File: src/hw/cmi_pkg.sv
// Function
// - one pending bit per message object
// - pending bits read-only, follow object condition
// - read-write enable bit per message object
// - quantum equals prescale plus one clocks
// - quantum is unit of all segments
// - prescaler not reset; software programs first
// - reserved bits undefined; never write ones
// - reset clears status and enable bits
`default_nettype none
package cmi_pkg;
	// ----------------------------------------------------------------
	// register addresses in special-function space
	// ----------------------------------------------------------------
	localparam logic [7:0] CMI_ADDR_PRESCALE = 8'hB4;
	localparam logic [7:0] CMI_ADDR_STAT_HI = 8'hBA;
	localparam logic [7:0] CMI_ADDR_STAT_LO = 8'hBB;
	localparam logic [7:0] CMI_ADDR_EN_HI = 8'hC2;
	localparam logic [7:0] CMI_ADDR_EN_LO = 8'hC3;
	// ----------------------------------------------------------------
	// field layout and reset values
	// ----------------------------------------------------------------
	localparam int CMI_NUM_OBJ = 15;
	localparam int CMI_HI_BITS = 7;
	localparam int CMI_PRE_LSB = 1;
	localparam int CMI_PRE_W = 6;
	localparam logic [14:0] CMI_EN_RESET = 15'h0000;
	// reserved bits read as zero here
	localparam logic [7:0] CMI_RSVD_READ = 8'h00;
	// ----------------------------------------------------------------
	// register bus request
	// ----------------------------------------------------------------
	typedef struct packed {
		logic wr;
		logic rd;
		logic [7:0] addr;
		logic [7:0] wdata;
	} cmi_sfr_req_t;
	// ----------------------------------------------------------------
	// helpers
	// ----------------------------------------------------------------
	function automatic logic addr_hit(input logic [7:0] a,
		input logic [7:0] ref_a);
		addr_hit = (a == ref_a);
	endfunction
endpackage : cmi_pkg
`default_nettype wire

File: src/hw/cmi_quantum_div.sv
`default_nettype none
module cmi_quantum_div
	import cmi_pkg::*;
#(
	parameter int PRE_W = CMI_PRE_W
)(
	input wire logic ref_clk,
	input wire logic rst_n,
	input wire logic run,
	input wire logic [PRE_W-1:0] prescale,
	output logic quantum_tick
);
	// ----------------------------------------------------------------
	// quantum divider: one pulse every prescale+1 clocks
	// ----------------------------------------------------------------
	logic [PRE_W-1:0] cnt_q;
	logic [PRE_W-1:0] cnt_d;
	logic wrap;
	assign wrap = (cnt_q >= prescale);
	assign cnt_d = wrap ? '0 : cnt_q + {{(PRE_W-1){1'b0}}, 1'b1};
	// counter holds at zero while stopped so first quantum is full
	always_ff @(posedge ref_clk or negedge rst_n)
	begin
		if (!rst_n)
			cnt_q <= '0;
		else if (!run)
			cnt_q <= '0;
		else
			cnt_q <= cnt_d;
	end
	// tick is registered
	always_ff @(posedge ref_clk or negedge rst_n)
	begin
		if (!rst_n)
			quantum_tick <= 1'b0;
		else
			quantum_tick <= run & wrap;
	end
endmodule // cmi_quantum_div
`default_nettype wire

File: src/hw/cmi_irq_merge.sv
`default_nettype none
module cmi_irq_merge
	import cmi_pkg::*;
#(
	parameter int NUM_OBJ = CMI_NUM_OBJ
)(
	input wire logic [NUM_OBJ-1:0] pending,
	input wire logic [NUM_OBJ-1:0] enable,
	output logic any_req
);
	// ----------------------------------------------------------------
	// request when any object is both pending and enabled
	// ----------------------------------------------------------------
	assign any_req = |(pending & enable);
endmodule // cmi_irq_merge
`default_nettype wire

File: src/hw/cmi_top.sv
`default_nettype none
module cmi_top
	import cmi_pkg::*;
#(
	parameter int NUM_OBJ = CMI_NUM_OBJ,
	parameter int PRE_W = CMI_PRE_W
)(
	input wire logic ref_clk,
	input wire logic rst_n,
	// sfr access from the core
	input wire cmi_sfr_req_t sfr_req,
	output logic [7:0] sfr_rdata,
	// per-object conditions raised by message object logic
	input wire logic [NUM_OBJ-1:0] object_irq_cond,
	// controller enable bit from general_control_reg
	input wire logic ctrl_enable,
	// outputs
	output logic object_irq_req,
	output logic quantum_tick,
	output logic [PRE_W-1:0] rate_prescale_value
);
	// ----------------------------------------------------------------
	// address decode
	// ----------------------------------------------------------------
	wire hit_pre = addr_hit(sfr_req.addr, CMI_ADDR_PRESCALE);
	wire hit_sh = addr_hit(sfr_req.addr, CMI_ADDR_STAT_HI);
	wire hit_sl = addr_hit(sfr_req.addr, CMI_ADDR_STAT_LO);
	wire hit_eh = addr_hit(sfr_req.addr, CMI_ADDR_EN_HI);
	wire hit_el = addr_hit(sfr_req.addr, CMI_ADDR_EN_LO);
	// timing writes only take effect while the controller is off
	wire wr_pre = sfr_req.wr & hit_pre & ~ctrl_enable;
	wire wr_eh = sfr_req.wr & hit_eh;
	wire wr_el = sfr_req.wr & hit_el;

	// ----------------------------------------------------------------
	// state
	// ----------------------------------------------------------------
	logic [NUM_OBJ-1:0] object_irq_pending_q; // mirror of conditions
	logic [NUM_OBJ-1:0] object_irq_enable_q;
	logic [NUM_OBJ-1:0] object_irq_enable_d;
	logic [PRE_W-1:0] prescale_q; // no reset value
	logic [7:0] rdata_d;
	logic irq_comb;
	logic tick_w;

	// status follows the object condition; writes never reach it
	always_ff @(posedge ref_clk or negedge rst_n)
	begin
		if (!rst_n)
			object_irq_pending_q <= '0;
		else
			object_irq_pending_q <= object_irq_cond;
	end

	// enable register, byte split high and low
	assign object_irq_enable_d = {
		wr_eh ? sfr_req.wdata[CMI_HI_BITS-1:0]
			: object_irq_enable_q[NUM_OBJ-1:8],
		wr_el ? sfr_req.wdata : object_irq_enable_q[7:0]};
	always_ff @(posedge ref_clk or negedge rst_n)
	begin
		if (!rst_n)
			object_irq_enable_q <= CMI_EN_RESET;
		else
			object_irq_enable_q <= object_irq_enable_d;
	end

	// prescaler deliberately left out of reset
	always_ff @(posedge ref_clk)
	begin
		if (wr_pre)
			prescale_q <= sfr_req.wdata[CMI_PRE_LSB +: PRE_W];
	end

	// ----------------------------------------------------------------
	// read mux; reserved bits read zero
	// ----------------------------------------------------------------
	always_comb
	begin
		rdata_d = CMI_RSVD_READ;
		if (hit_pre)
			rdata_d[CMI_PRE_LSB +: PRE_W] = prescale_q;
		else if (hit_sh)
			rdata_d[CMI_HI_BITS-1:0] = object_irq_pending_q[NUM_OBJ-1:8];
		else if (hit_sl)
			rdata_d = object_irq_pending_q[7:0];
		else if (hit_eh)
			rdata_d[CMI_HI_BITS-1:0] = object_irq_enable_q[NUM_OBJ-1:8];
		else if (hit_el)
			rdata_d = object_irq_enable_q[7:0];
	end

	// ----------------------------------------------------------------
	// sub blocks
	// ----------------------------------------------------------------
	cmi_irq_merge #(.NUM_OBJ(NUM_OBJ)) u_merge (
		.pending(object_irq_pending_q),
		.enable(object_irq_enable_q),
		.any_req(irq_comb)
	);
	// quantum drives every bit segment downstream
	cmi_quantum_div #(.PRE_W(PRE_W)) u_div (
		.ref_clk(ref_clk),
		.rst_n(rst_n),
		.run(ctrl_enable),
		.prescale(prescale_q),
		.quantum_tick(tick_w)
	);
	assign quantum_tick = tick_w;

	// ----------------------------------------------------------------
	// registered outputs
	// ----------------------------------------------------------------
	always_ff @(posedge ref_clk or negedge rst_n)
	begin
		if (!rst_n)
		begin
			sfr_rdata <= '0;
			object_irq_req <= 1'b0;
			rate_prescale_value <= '0;
		end
		else
		begin
			sfr_rdata <= sfr_req.rd ? rdata_d : 8'h00;
			object_irq_req <= irq_comb;
			rate_prescale_value <= prescale_q;
		end
	end
endmodule // cmi_top
`default_nettype wire

File: config.mk
export PLATFORM = sky130hd
export DESIGN_NAME = cmi_top
export DESIGN_NICKNAME = d
export VERILOG_FILES = /design/src/hw/cmi_pkg.sv /design/src/hw/cmi_quantum_div.sv /design/src/hw/cmi_irq_merge.sv /design/src/hw/cmi_top.sv
export SDC_FILE = /design/constraint.sdc
export NUM_CORES = 1
export LEC_CHECK = 0
export BUFFER_PORTS_ARGS = -buffer_cell sky130_fd_sc_hd__buf_2
export CAP_MARGIN = 20
export CORE_UTILIZATION = 50
export CTS_CLUSTER_SIZE = 20
export DETAILED_ROUTE_END_ITERATION = 10
export PLACE_DENSITY = 0.83
export REMOVE_ABC_BUFFERS = 1
export SETUP_SLACK_MARGIN = 0.5
export SLEW_MARGIN = 10
export SYNTH_ARGS = -nofsm -noshare
export SYNTH_HDL_FRONTEND = slang
export SYNTH_SLANG_ARGS = --single-unit
File: constraint.sdc
create_clock -name ref_clk -period 2.7 [get_ports ref_clk]
set_clock_uncertainty 0.2 [all_clocks]
set_input_delay 0 -clock ref_clk [delete_from_list [all_inputs] [get_ports ref_clk]]
set_output_delay 0 -clock ref_clk [all_outputs]
set_load 0.005 [all_outputs]
After elaboration in Yosys (flattened, before gate mapping)
Cells that the tools add are included.
- add/subtract/negate cells: 1
- magnitude comparators: 1
- equal/unequal tests: 5
- muxes and demuxes: 12
- bitwise operators: 7
- reductions and logical operators: 1
- operator list (kind ; number):
    $eq A8 B8 Y1 const B ; 5
    $mux W8 ; 3
    $mux W6 ; 3
    $and A15 B15 Y15 ; 1
    $reduce_or A15 Y1 ; 1
    $mux W7 ; 2
    $add A6 B1 Y6 const B ; 1
    $ge A6 B6 Y1 ; 1
    $and A1 B1 Y1 ; 5
    $mux W1 ; 4
    $not A1 Y1 ; 1
- register bits after elaboration: 58
- bits of input ports: 36
- output and inout port bits: 16
- word-level logic and storage cells: 36

Depth between registers and ports, before layout
Gate-level depths: netlist (run 1).
- word-level depth: 7
- depth in mapped cells: 7
- gate-level depth less buffers: 7

Hierarchy
A second synthesis (run 1) with hierarchy kept.
- cells, all modules: 191
- area, all modules: 2690.1 sq um
- by module, submodules not included (module ; times used ; cells an instance ; area each (sq um) ; seq. area each (sq um)):
    cmi_top ; 1 ; 137 ; 2174.6 ; 1306.3
    cmi_quantum_div ; 1 ; 45 ; 445.4 ; 175.2
    cmi_irq_merge ; 1 ; 9 ; 70.1 ; 0.0

Worst setup path before layout (run 1)
No wires, ideal clock.
- kind: register -> register
- from: register prescale_q[0]
- to: register u_div.cnt_q[2]
- library setup time: 73 ps
- arrival time: 1426 ps
- required time: 2427 ps
- setup slack: 1000 ps
- stages on the path, launching flop included: 7
- buffers on the path: 0
- clock period less this slack: 1700 ps
- cells stage by stage: edfxtp_1 > ha_1 > nand2b_1 > a21o_1 > a21oi_1 > o211ai_1 > nor2_1
- word-level cells in the longest chain between the ends: 3
- ends and longest elaborated chain (what ; RTL line ; source):
    from (decl) ; cmi_top.sv:41 ; logic [PRE_W-1:0] prescale_q;
    from (signal assigned) ; cmi_top.sv:72 ; prescale_q <= sfr_req.wdata[CMI_PRE_LSB +: PRE_W];
    $ge A6 B6 Y1 ; cmi_quantum_div.sv:19 ; assign wrap = (cnt_q >= prescale);
    $mux W6 ; cmi_quantum_div.sv:20 ; assign cnt_d = wrap ? '0 : cnt_q + {{(PRE_W-1){1'b0}}, 1'b1};
    $mux W6 ; cmi_quantum_div.sv:26 ; else if (!run)
    to (signal assigned) ; cmi_quantum_div.sv:29 ; cnt_q <= cnt_d;
    to (decl) ; cmi_quantum_div.sv:16 ; logic [PRE_W-1:0] cnt_q;
No other way between the ends.
A chain may end at the register's enable or synchronous reset.

Worst setup path in the final report (run 1)
- from: input port sfr_req[9] (netlist bit)
- to: register object_irq_enable_q[8]
- word-level cells in the longest chain between the ends: 2
- ends and longest elaborated chain (what ; RTL line ; source):
    from (decl) ; cmi_top.sv:11 ; input wire cmi_sfr_req_t sfr_req,
    $eq A8 B8 Y1 ; cmi_pkg.sv:44 ; addr_hit = (a == ref_a);
    $and A1 B1 Y1 ; cmi_top.sv:32 ; wire wr_eh = sfr_req.wr & hit_eh;
    to (signal assigned) ; cmi_top.sv:65 ; object_irq_enable_q <= object_irq_enable_d;
    to (decl) ; cmi_top.sv:39 ; logic [NUM_OBJ-1:0] object_irq_enable_q;
No other way between the ends.

==> results.md, run 1 <==
Hold path:
- The worst min-delay path class is input port to async pin.

Logic synthesis:
- The sequential-to-total area share from yosys stat is 60.1%.
- In this run the mean area of a mapped cell was 12.8 um2.
- The flip-flop and latch count after synthesis is between 50 and 60.
- For this run, the number of Yosys warnings is 0.
- In the synthesized netlist the dominant register cell turns out to be dfrtp_1.
- The area of the mapped netlist is roughly 2500 um2.
- For this run, asynchronously set or reset flops after synthesis account for about nine tenths.
- The cell count after synthesis is around 190.
- The number of distinct library cells after synthesis is 45.
- The number of flops mapped to enable cells by yosys is 6.
- The share of synthesized area in the top cell type comes to 52.8%.
- The dominant cell type by area after synthesis is dfrtp_1.
- Ranked by total cell area, the synthesized netlist is headed by dfrtp_1 (53%), edfxtp_1 (7.3%), mux2_2 (6.8%).

Floorplan:
- The starting density of the core is between 50% and 60%.
- The horizontal die dimension is between 70 and 80 um.
- The count of pins on the block boundary is between 50 and 60.
- The die covers approximately 5200 um2.
- The die is 72.2 um tall.
- The row count is 25.
- The region available for standard cell placement spans approximately 4700 um2.

Route:
- The routed layout has about 1.9k vias.
- The number of nets with antenna violations after routing is 0.
- After detailed routing, the average wire length per cell comes to between 15 and 20 um.
- The post-detailed-routing wire length is 5700 um.
- Using the TritonRoute via totals, the vias-per-cell ratio works out to between 5 and 6.
- The number of iterations in the first detailed-routing pass is 4.
- The detailed-route DRC error count is 0.
- The first-iteration detailed-routing DRC count is between 100 and 150.

Global route:
- Global routing finished with a remaining overflow of 0.
- met2 is the most crowded layer.
- The number of global-route vias before repair came to between 1.5k and 2k.
- Global routing consumed, on the met2 layer, roughly two fifths of the routing resources.
- The number of antenna violations at the first check in global routing is 0.
- Global routing used 24.7% of the available tracks.
- The pin count of the biggest net entering global routing is 29.
- For this run, global-route usage on met3 was measured as approximately 9.9%.
- The met1 routing resource usage after global routing is 28.0%.
- The global-route wire length before repair is 9270 um.

STA:
- The time the worst path needs with I/O delays and setup is 2110 ps.
- The number of max-slew violations in the final report came to 0.
- The remaining max-slew budget at the tightest pin is between 50% and 60%.
- The total setup violations reported at the end of the flow is 0.
- The number of hold violations in the final report was 0.
- Setup repair after global routing left no endpoint under its margin.
- The tightest hold path in the finished design has a slack of about 40 ps.
- In the final timing run, aggregate negative setup slack is 0 ps.
- The timing-limited maximum frequency is ~470 MHz.
- For the pin with the worst max-slew slack, the measured transition is 636 ps.
- The worst path uses 78.1% of the clock period.

Power and ir drop:
- The net switching power of the design is just over 400 uW.
- In this run the power density over the cells is 546 nW/um2.
- In this run, the clock network consumes 39.5% of the power.
- Combinational cells account for between 8 and 9% of the total power.
- Summed over all cells, the static leakage comes to approximately 0.0016 uW.
- Of the total power, the share spent switching nets is between 20 and 25%.
- The register share of total power is 51.8%.
- The cell internal power dissipation is between 1000 and 1500 uW.
- IR analysis of the VDD net gives a maximum drop of roughly 0.46 mV.

CTS:
- The clock tree from TritonCTS is yes.
- For this design, the sink count on the clock tree is slightly below 60.
- The clock latency reported for the late side of the worst-skew pair is approximately 330 ps.
- After clock tree synthesis, the clock-pin slew on the worst setup and hold paths is 60 ps.
- The tree is rooted in a clkbuf_8.
- The depth of the CTS H-tree is 3.
- Counting along the longest clock path gives a buffer depth of 2.
- The clock buffer count from CTS is 9.
- The post-CTS setup buffer count is 0.

Worst setup path:
- The endpoint arrival time on the critical path is 2120 ps.
- The worst setup path is captured at a flop.
- Data on the critical path is required at its endpoint by 2710 ps.
- The path type of the worst setup path is input port to flop.
- STA classifies the critical path startpoint as an input port.
- In this run the worst path has a maximum fanout of 12.

Layout:
- The count of non-filler cells in the finished layout is around 360.
- From synthesis to final layout, the design area changed by 34.1%.
- The combined area of the multi-input logic cells is 898 um2.
- Cells with a size suffix above 1 make up 30.9% of the layout.
- Fill cells in the final layout number between 300 and 400.
- The core occupancy in the finished layout is a little over two thirds.
- After routing the design area is approximately 3300 um2.
- The net count of the finished layout is 326.
- The diode insertion count for antenna repair is 0.
- Registers take between 1000 and 1500 um2.

Placement:
- Once placement completed, the tool counted placed cells totaling approximately 300.
- Summing all placed instances gives a cell area of 2750 um2.
- At the end of routability-driven placement, the weighted congestion stood at 0.869.
- The wire-length estimate of the detail-placed layout is ~3700 um.
- The count of port buffers added during placement is approximately 50.

Status:
- The flow ran to the end, and the final reports show no timing, DRC or antenna violations.

Run:
- The number of max-cap violations is 0.
layout make-up:
type,count,share of cell area [%]
clock inverter,2,0.303
sequential,58,44.8
tap,67,2.53
clock buffer,14,5.22
multi-input combinational,118,27.2
inverter,7,0.794
timing repair buffer,89,19.2
flip-flops by register name, summed over array words and instances (netlist names):
signal / cells
sfr_rdata: 8
rate_prescale_value: 6
prescale_q: 6
u_div.quantum_tick: 1
object_irq_enable_q: 15
object_irq_pending_q: 15
u_div.cnt_q: 6
object_irq_req: 1
cells by family after synthesis:
family	after synthesis	synth area share, %
flops	58	60.1
simple gates	48	11.4
compound gates	44	12.8
buf+inv	16	3.86
mux	15	6.85
fa+ha+maj	7	3.55
xor+xnor	4	1.42
cell usage after synthesis, types with 3 or more instances:
library cell,count
nand2b_1,3
o311ai_0,3
a22oi_1,8
buf_2,4
o21ai_0,4
nor2_1,10
edfxtp_1,6
mux2_2,15
dfrtp_1,52
o211ai_1,3
inv_1,7
ha_1,7
a31oi_1,3
o221ai_1,3
nand2_1,10
a32oi_1,4
a21oi_1,7
nand3_1,8
metal layers:
metal	up-vias	routed length (um)
met5	-	0
met4	0	148
met3	15	384
met2	81	2920
met1	907	2250
li1	893	-
what timing repair did:
| action | 4_1_cts | 5_1_grt |
|---|---|---|
| hold buffers | 35 | 0 |
| setup endpoints to repair | 0 | 1 |
| endpoints found under the hold margin | 109 | 0 |
| resized for setup | 0 | 2 |
power groups by stage:
stage          registers (uW)  clock network (uW)  logic [uW]
6_report                  936                 714         156
3_3_place_gp              949                   0         111
5_1_grt                   938                 776         173
4_1_cts                   935                 735         153
3_5_place_dp              950                   0         114
2_1_floorplan             944                   0        43.9
metrics by stage:
step | setup WS [ps] | power [uW]
detailed placement | 833 | 1060
CTS | 558 | 1820
floorplan | 1000 | 988
global placement | 918 | 1060
finish | 591 | 1810
global route | 519 | 1890
worst max-delay path, stage by stage:
cell           delay, ps
dlygate4sd3_1        550
buf_2                210
and2b_2              280
nand3_4              150
mux2_2               360
dlygate4sd3_1        570
final timing paths:
| kind | from | to | slack [ps] | cells after the start |
|---|---|---|---|---|
| hold / removal | rst_n | object_irq_enable_q[5]$_DFFE_PN0P_ | 40 | 3 |
| setup / recovery | sfr_req[9] | object_irq_enable_q[8]$_DFFE_PN0P_ | 590 | 6 |
| min in group ref_clk | sfr_req[15] | sfr_rdata[5]$_DFF_PN0_ | 50 | 5 |
| max in group asynchronous | rst_n | object_irq_enable_q[14]$_DFFE_PN0P_ | 1380 | 4 |
| hold reg to reg | prescale_q[4]$_DFFE_PP_ | rate_prescale_value[4]$_DFF_PN0_ | 220 | 0 |
| setup reg to reg | prescale_q[0]$_DFFE_PP_ | u_div.cnt_q[5]$_DFF_PN0_ | 820 | 6 |
cells in the final DEF (no fill, tap or decap), types with 8 or more instances in the layout:
master         instances
nand3_1                8
buf_2                 51
clkbuf_8              12
dfrtp_1               52
dlygate4sd3_1         35
mux2_2                15
nand2_1               10
a22oi_1                8
nor2_1                10
Power figures use the tool's default switching activity.
==> inputs of run 2 (changes only) <==
--- a/config.mk
+++ b/config.mk
@@ -5,6 +5,7 @@
 export SDC_FILE = /design/constraint.sdc
 export NUM_CORES = 1
 export LEC_CHECK = 0
+export ABC_AREA = 1
 export BUFFER_PORTS_ARGS = -buffer_cell sky130_fd_sc_hd__buf_2
 export CAP_MARGIN = 20
 export CORE_UTILIZATION = 50
==> constraint.sdc (replaced) <==
create_clock -name ref_clk -period 2 [get_ports ref_clk]
set_clock_uncertainty 0.2 [all_clocks]
set_input_delay 0 -clock ref_clk [delete_from_list [all_inputs] [get_ports ref_clk]]
set_output_delay 0 -clock ref_clk [all_outputs]
set_load 0.005 [all_outputs]
==> run 2 against run 1 <==
Compared with the run above:
- the flow now finishes with violations (hold timing)
- worst hold slack got worse by 46 ps
- count of clock-buffer cells in the layout shrank 1
- area after synthesis increased by 5.1%
- core utilization grew 2.8 points
- clock power rose by 69%
- critical path depth grew 1
- die area up 4.9%
- critical endpoint is now u_div.cnt_q[3]$_DFF_PN0_
==> results.md, run 2 <==
Route:
- After detailed routing, the number of vias per cell comes to between 5 and 6.
- The total number of vias is 2,248.
- The number of iterations in the first detailed-routing pass is 4.
- After detailed routing, the average wire length per cell comes to ~15 um.
- The number of nets with antenna violations after routing is 0.
- The post-detailed-routing wire length is approximately 6500 um.
- For this block, the initial DRC count from the detailed router was ~200.
- After detailed routing, the number of remaining DRC violations is 0.

Logic synthesis:
- The number of distinct library cells after synthesis is 30.
- The flip-flop and latch count after synthesis is 58.
- Synthesis produced 263 cells.
- The sequential-to-total area share from yosys stat is a little under three fifths.
- The yosys synthesis warning count is 0.
- The cell area that synthesis handed to floorplanning was 2590 um2.
- By area the synthesized netlist is led by dfrtp_1 (50%), nand2_1 (8.8%), edfxtp_1 (7.0%).
- The top-area cell type share of the netlist area is 50.2%.
- Of all cell types, the one taking the most synthesized area is dfrtp_1.
- The synthesized design contains 6 enable-type register cells.
- The commonest cells after synthesis are nand2_1 (61), dfrtp_1 (52), inv_1 (27), nand3_1 (17), nor2_1 (16).
- A synthesized cell averages between 9 and 10 um2.
- The share of synthesized registers carrying an async set or reset is between 80 and 90%.
- The most common cell in the synthesized netlist is nand2_1.
- The flip-flop cell with the highest count after synthesis is dfrtp_1.

Power and ir drop:
- The highest ir drop seen on vdd is around 0.52 mV.
- For this design the static power due to leakage is about 0.0018 uW.
- The power density relative to cell area is 769 nW/um2.
- The design draws 2720 uW.

Layout:
- The number of nets in the layout is 400.
- The leading cell type in the layout, fill and taps excluded is nand2_1.
- Of the cells placed in the final design, the portion with a size suffix greater than 1 is between 30% and 40%.
- The largest registers in the layout are object_irq_enable_q x15, object_irq_pending_q x15, sfr_rdata x8.
- In the layout the commonest cells are nand2_1 (61), dfrtp_1 (52), buf_2 (51), dlygate4sd3_1 (30), inv_1 (24).
- The count of cells in the finished layout, fillers not included, comes to between 400 and 500.
- From synthesis to final layout, the design area changed by 36.2%.
- The number of antenna diodes in the final layout is 0.

CTS:
- The depth of the CTS H-tree is 3.
- Clock-pin slew was measured on the worst setup and hold paths at approximately 60 ps.
- The clock passes through at most 2 buffers.
- TritonCTS built the clock tree.
- The clock root buffer is clkbuf_8.
- The clock net in this run drives a total of 58 sinks.
- The clock buffer count from CTS is 9.
- The clock latency reported for the late side of the worst-skew pair is 350 ps.

STA:
- The minimum hold slack is -6.66 ps.
- Setup repair after global routing could not meet its margin everywhere.
- The time the worst path needs with I/O delays and setup is between 1500 and 2000 ps.
- The final period utilization is 85.0%.
- The timing-limited maximum frequency is approximately 590 MHz.
- The number of max-slew violations in the final report is 0.
- For the pin with the worst max-slew slack, the measured transition is 591 ps.
- The setup TNS is 0 ps.
- The final setup slack of the worst path is around 300 ps.
- The number of hold violations in the final report is 21.
- Setup violations remaining at the end of the flow were counted as 0.
- Measured against its own limit, the worst slew margin works out to 60.6%.

Placement:
- The congestion estimate from routability-driven global placement came to between 0.8 and 0.9.
- In this run, placement finished with an instance count of 380.
- The count of buffers added on input and output ports is 51.
- The placement-stage worst setup slack is roughly 270 ps.
- The final HPWL from detailed placement is 4170 um.

Worst setup path:
- The startpoint class of the critical path is a flop.
- For this design, the slowest cell found on the critical path is edfxtp_1.
- The cell type with the highest occurrence count on the critical path is inv_1.
- Walking the worst path, the cells encountered are inv_1, ha_1, nand2_1, inv_1, o211ai_1, nand3_2, nor3_2.
- The worst endpoint required time is around 2100 ps.
- The worst setup path is of the flop to flop kind.
- The startpoint identified for the worst register-to-register timing path is prescale_q[4]$_DFFE_PP_.
- The setup slack on the worst flop-to-flop path is about 300 ps.
- In this design, the stage delay of the slowest critical-path cell is 400 ps.
- The endpoint arrival time on the critical path is ~1800 ps.
- In this run the worst path has a maximum fanout of 7.
- The worst setup path startpoint is prescale_q[4]$_DFFE_PP_.
- The category of the worst setup path capture point is a flop.

Global route:
- The total congestion overflow after global routing is 0.
- The number of antenna violations at the first check in global routing is 0.
- The global-route wire length before repair is a little over 10,000 um.
- The overall routing resource usage is 26.1%.
- Entering global routing, the biggest net connects 28 pins.
- The number of global-route vias before repair was ~2.1k.

Hold path:
- The worst min-delay path class is input port to async pin.

Status:
- The flow ran to the end, but the final reports show violations.
- The final reports fail on hold timing.

Floorplan:
- In this run the core area contains 25 standard-cell rows.
- The die is approximately 74 um tall.
- The count of pins on the block boundary is 52.
- The starting density of the core is ~53%.
- In this run the horizontal extent of the chip is ~74 um.
- The die footprint is 5470 um2.
- The region available for standard cell placement spans between 4000 and 5000 um2.

Run:
- The number of max-cap violations is 0.
[run 2: cell count changes after synthesis, sizes merged, moves of 4 or more]
cell | previous run | this run
inv | 7 | 32
a32oi | 4 | 0
nor2 | 10 | 22
buf | 8 | 3
nor3 | 0 | 5
nand3 | 9 | 19
mux2 | 15 | 0
o21ai | 6 | 21
nand2 | 10 | 67
nand4 | 3 | 9
a22oi | 8 | 0
[run 2: cell families (layout without fill, tap and decap cells)]
family          count (synthesis)  in the layout  synth area share (%)
compound gates                 37             37                  9.61
xor+xnor                        3              3                  1.01
fa+ha+maj                       7              7                  3.38
buf+inv                        35            133                  5.70
flops                          58             58                  57.2
simple gates                  123            123                  23.1
[run 2: critical path: cells and delay by family, from the launching register on]
| kind | cells | cell delay (ps) |
|---|---|---|
| simple gates | 3 | 510 |
| flops | 1 | 400 |
| buf+inv | 2 | 160 |
| compound gates | 1 | 120 |
| fa+ha+maj | 1 | 230 |
[run 2: what timing repair did]
| action | 4_1_cts | 5_1_grt |
|---|---|---|
| hold endpoints to repair | 109 | 0 |
| gates resized for setup | 2 | 12 |
| hold buffers | 31 | 0 |
| endpoints found under the setup margin | 7 | 23 |
| buffers inserted | 1 | 1 |
| pin swaps | 1 | 4 |
[run 2: per-layer routing]
metal	vias to the layer above	part of all wire (%)	global-route usage [%]
met2	117	48	40.5
met5	-	0	0
met3	19	8.3	10.0
met1	1062	41	31.5
met4	0	2.8	14.1
li1	1050	-	-
[run 2: stage by stage]
step | utilization, % | cell area [um2] | hold slack, ps
after global routing | 72.8 | 3530 | 9.70
after global placement | 60.4 | 2930 | -172
after CTS | 71.7 | 3480 | -21.1
after floorplan | - | 2560 | -496
after detailed placement | 60.4 | 2930 | -161
final | 72.8 | 3530 | -6.66
[run 2: layout make-up]
class / instances / area, um2
clock inverters: 2 / 60.1
clock buffers: 13 / 159
flip-flops and latches: 58 / 1480
inverters: 32 / 120
fillers: 329 / 1320
repair buffers: 86 / 611
multi-input cells: 170 / 1010
well taps: 67 / 83.8
[run 2: path summary, 6_finish.rpt]
path,endpoint,depth (start not counted)
hold / removal,object_irq_enable_q[14]$_DFFE_PN0P_,2
setup reg to reg,u_div.cnt_q[3]$_DFF_PN0_,7
hold reg to reg,rate_prescale_value[5]$_DFF_PN0_,0
min in group ref_clk,sfr_rdata[0]$_DFF_PN0_,6
setup / recovery,u_div.cnt_q[3]$_DFF_PN0_,7
max in group asynchronous,object_irq_enable_q[6]$_DFFE_PN0P_,3
[run 2: power by group]
part / switching (uW) / leakage [uW] / internal (uW)
clock: 447 / 0.000110 / 764
combinational: 125 / 0.000973 / 116
sequential: 31.6 / 0.000725 / 1230
total: 604 / 0.00181 / 2110
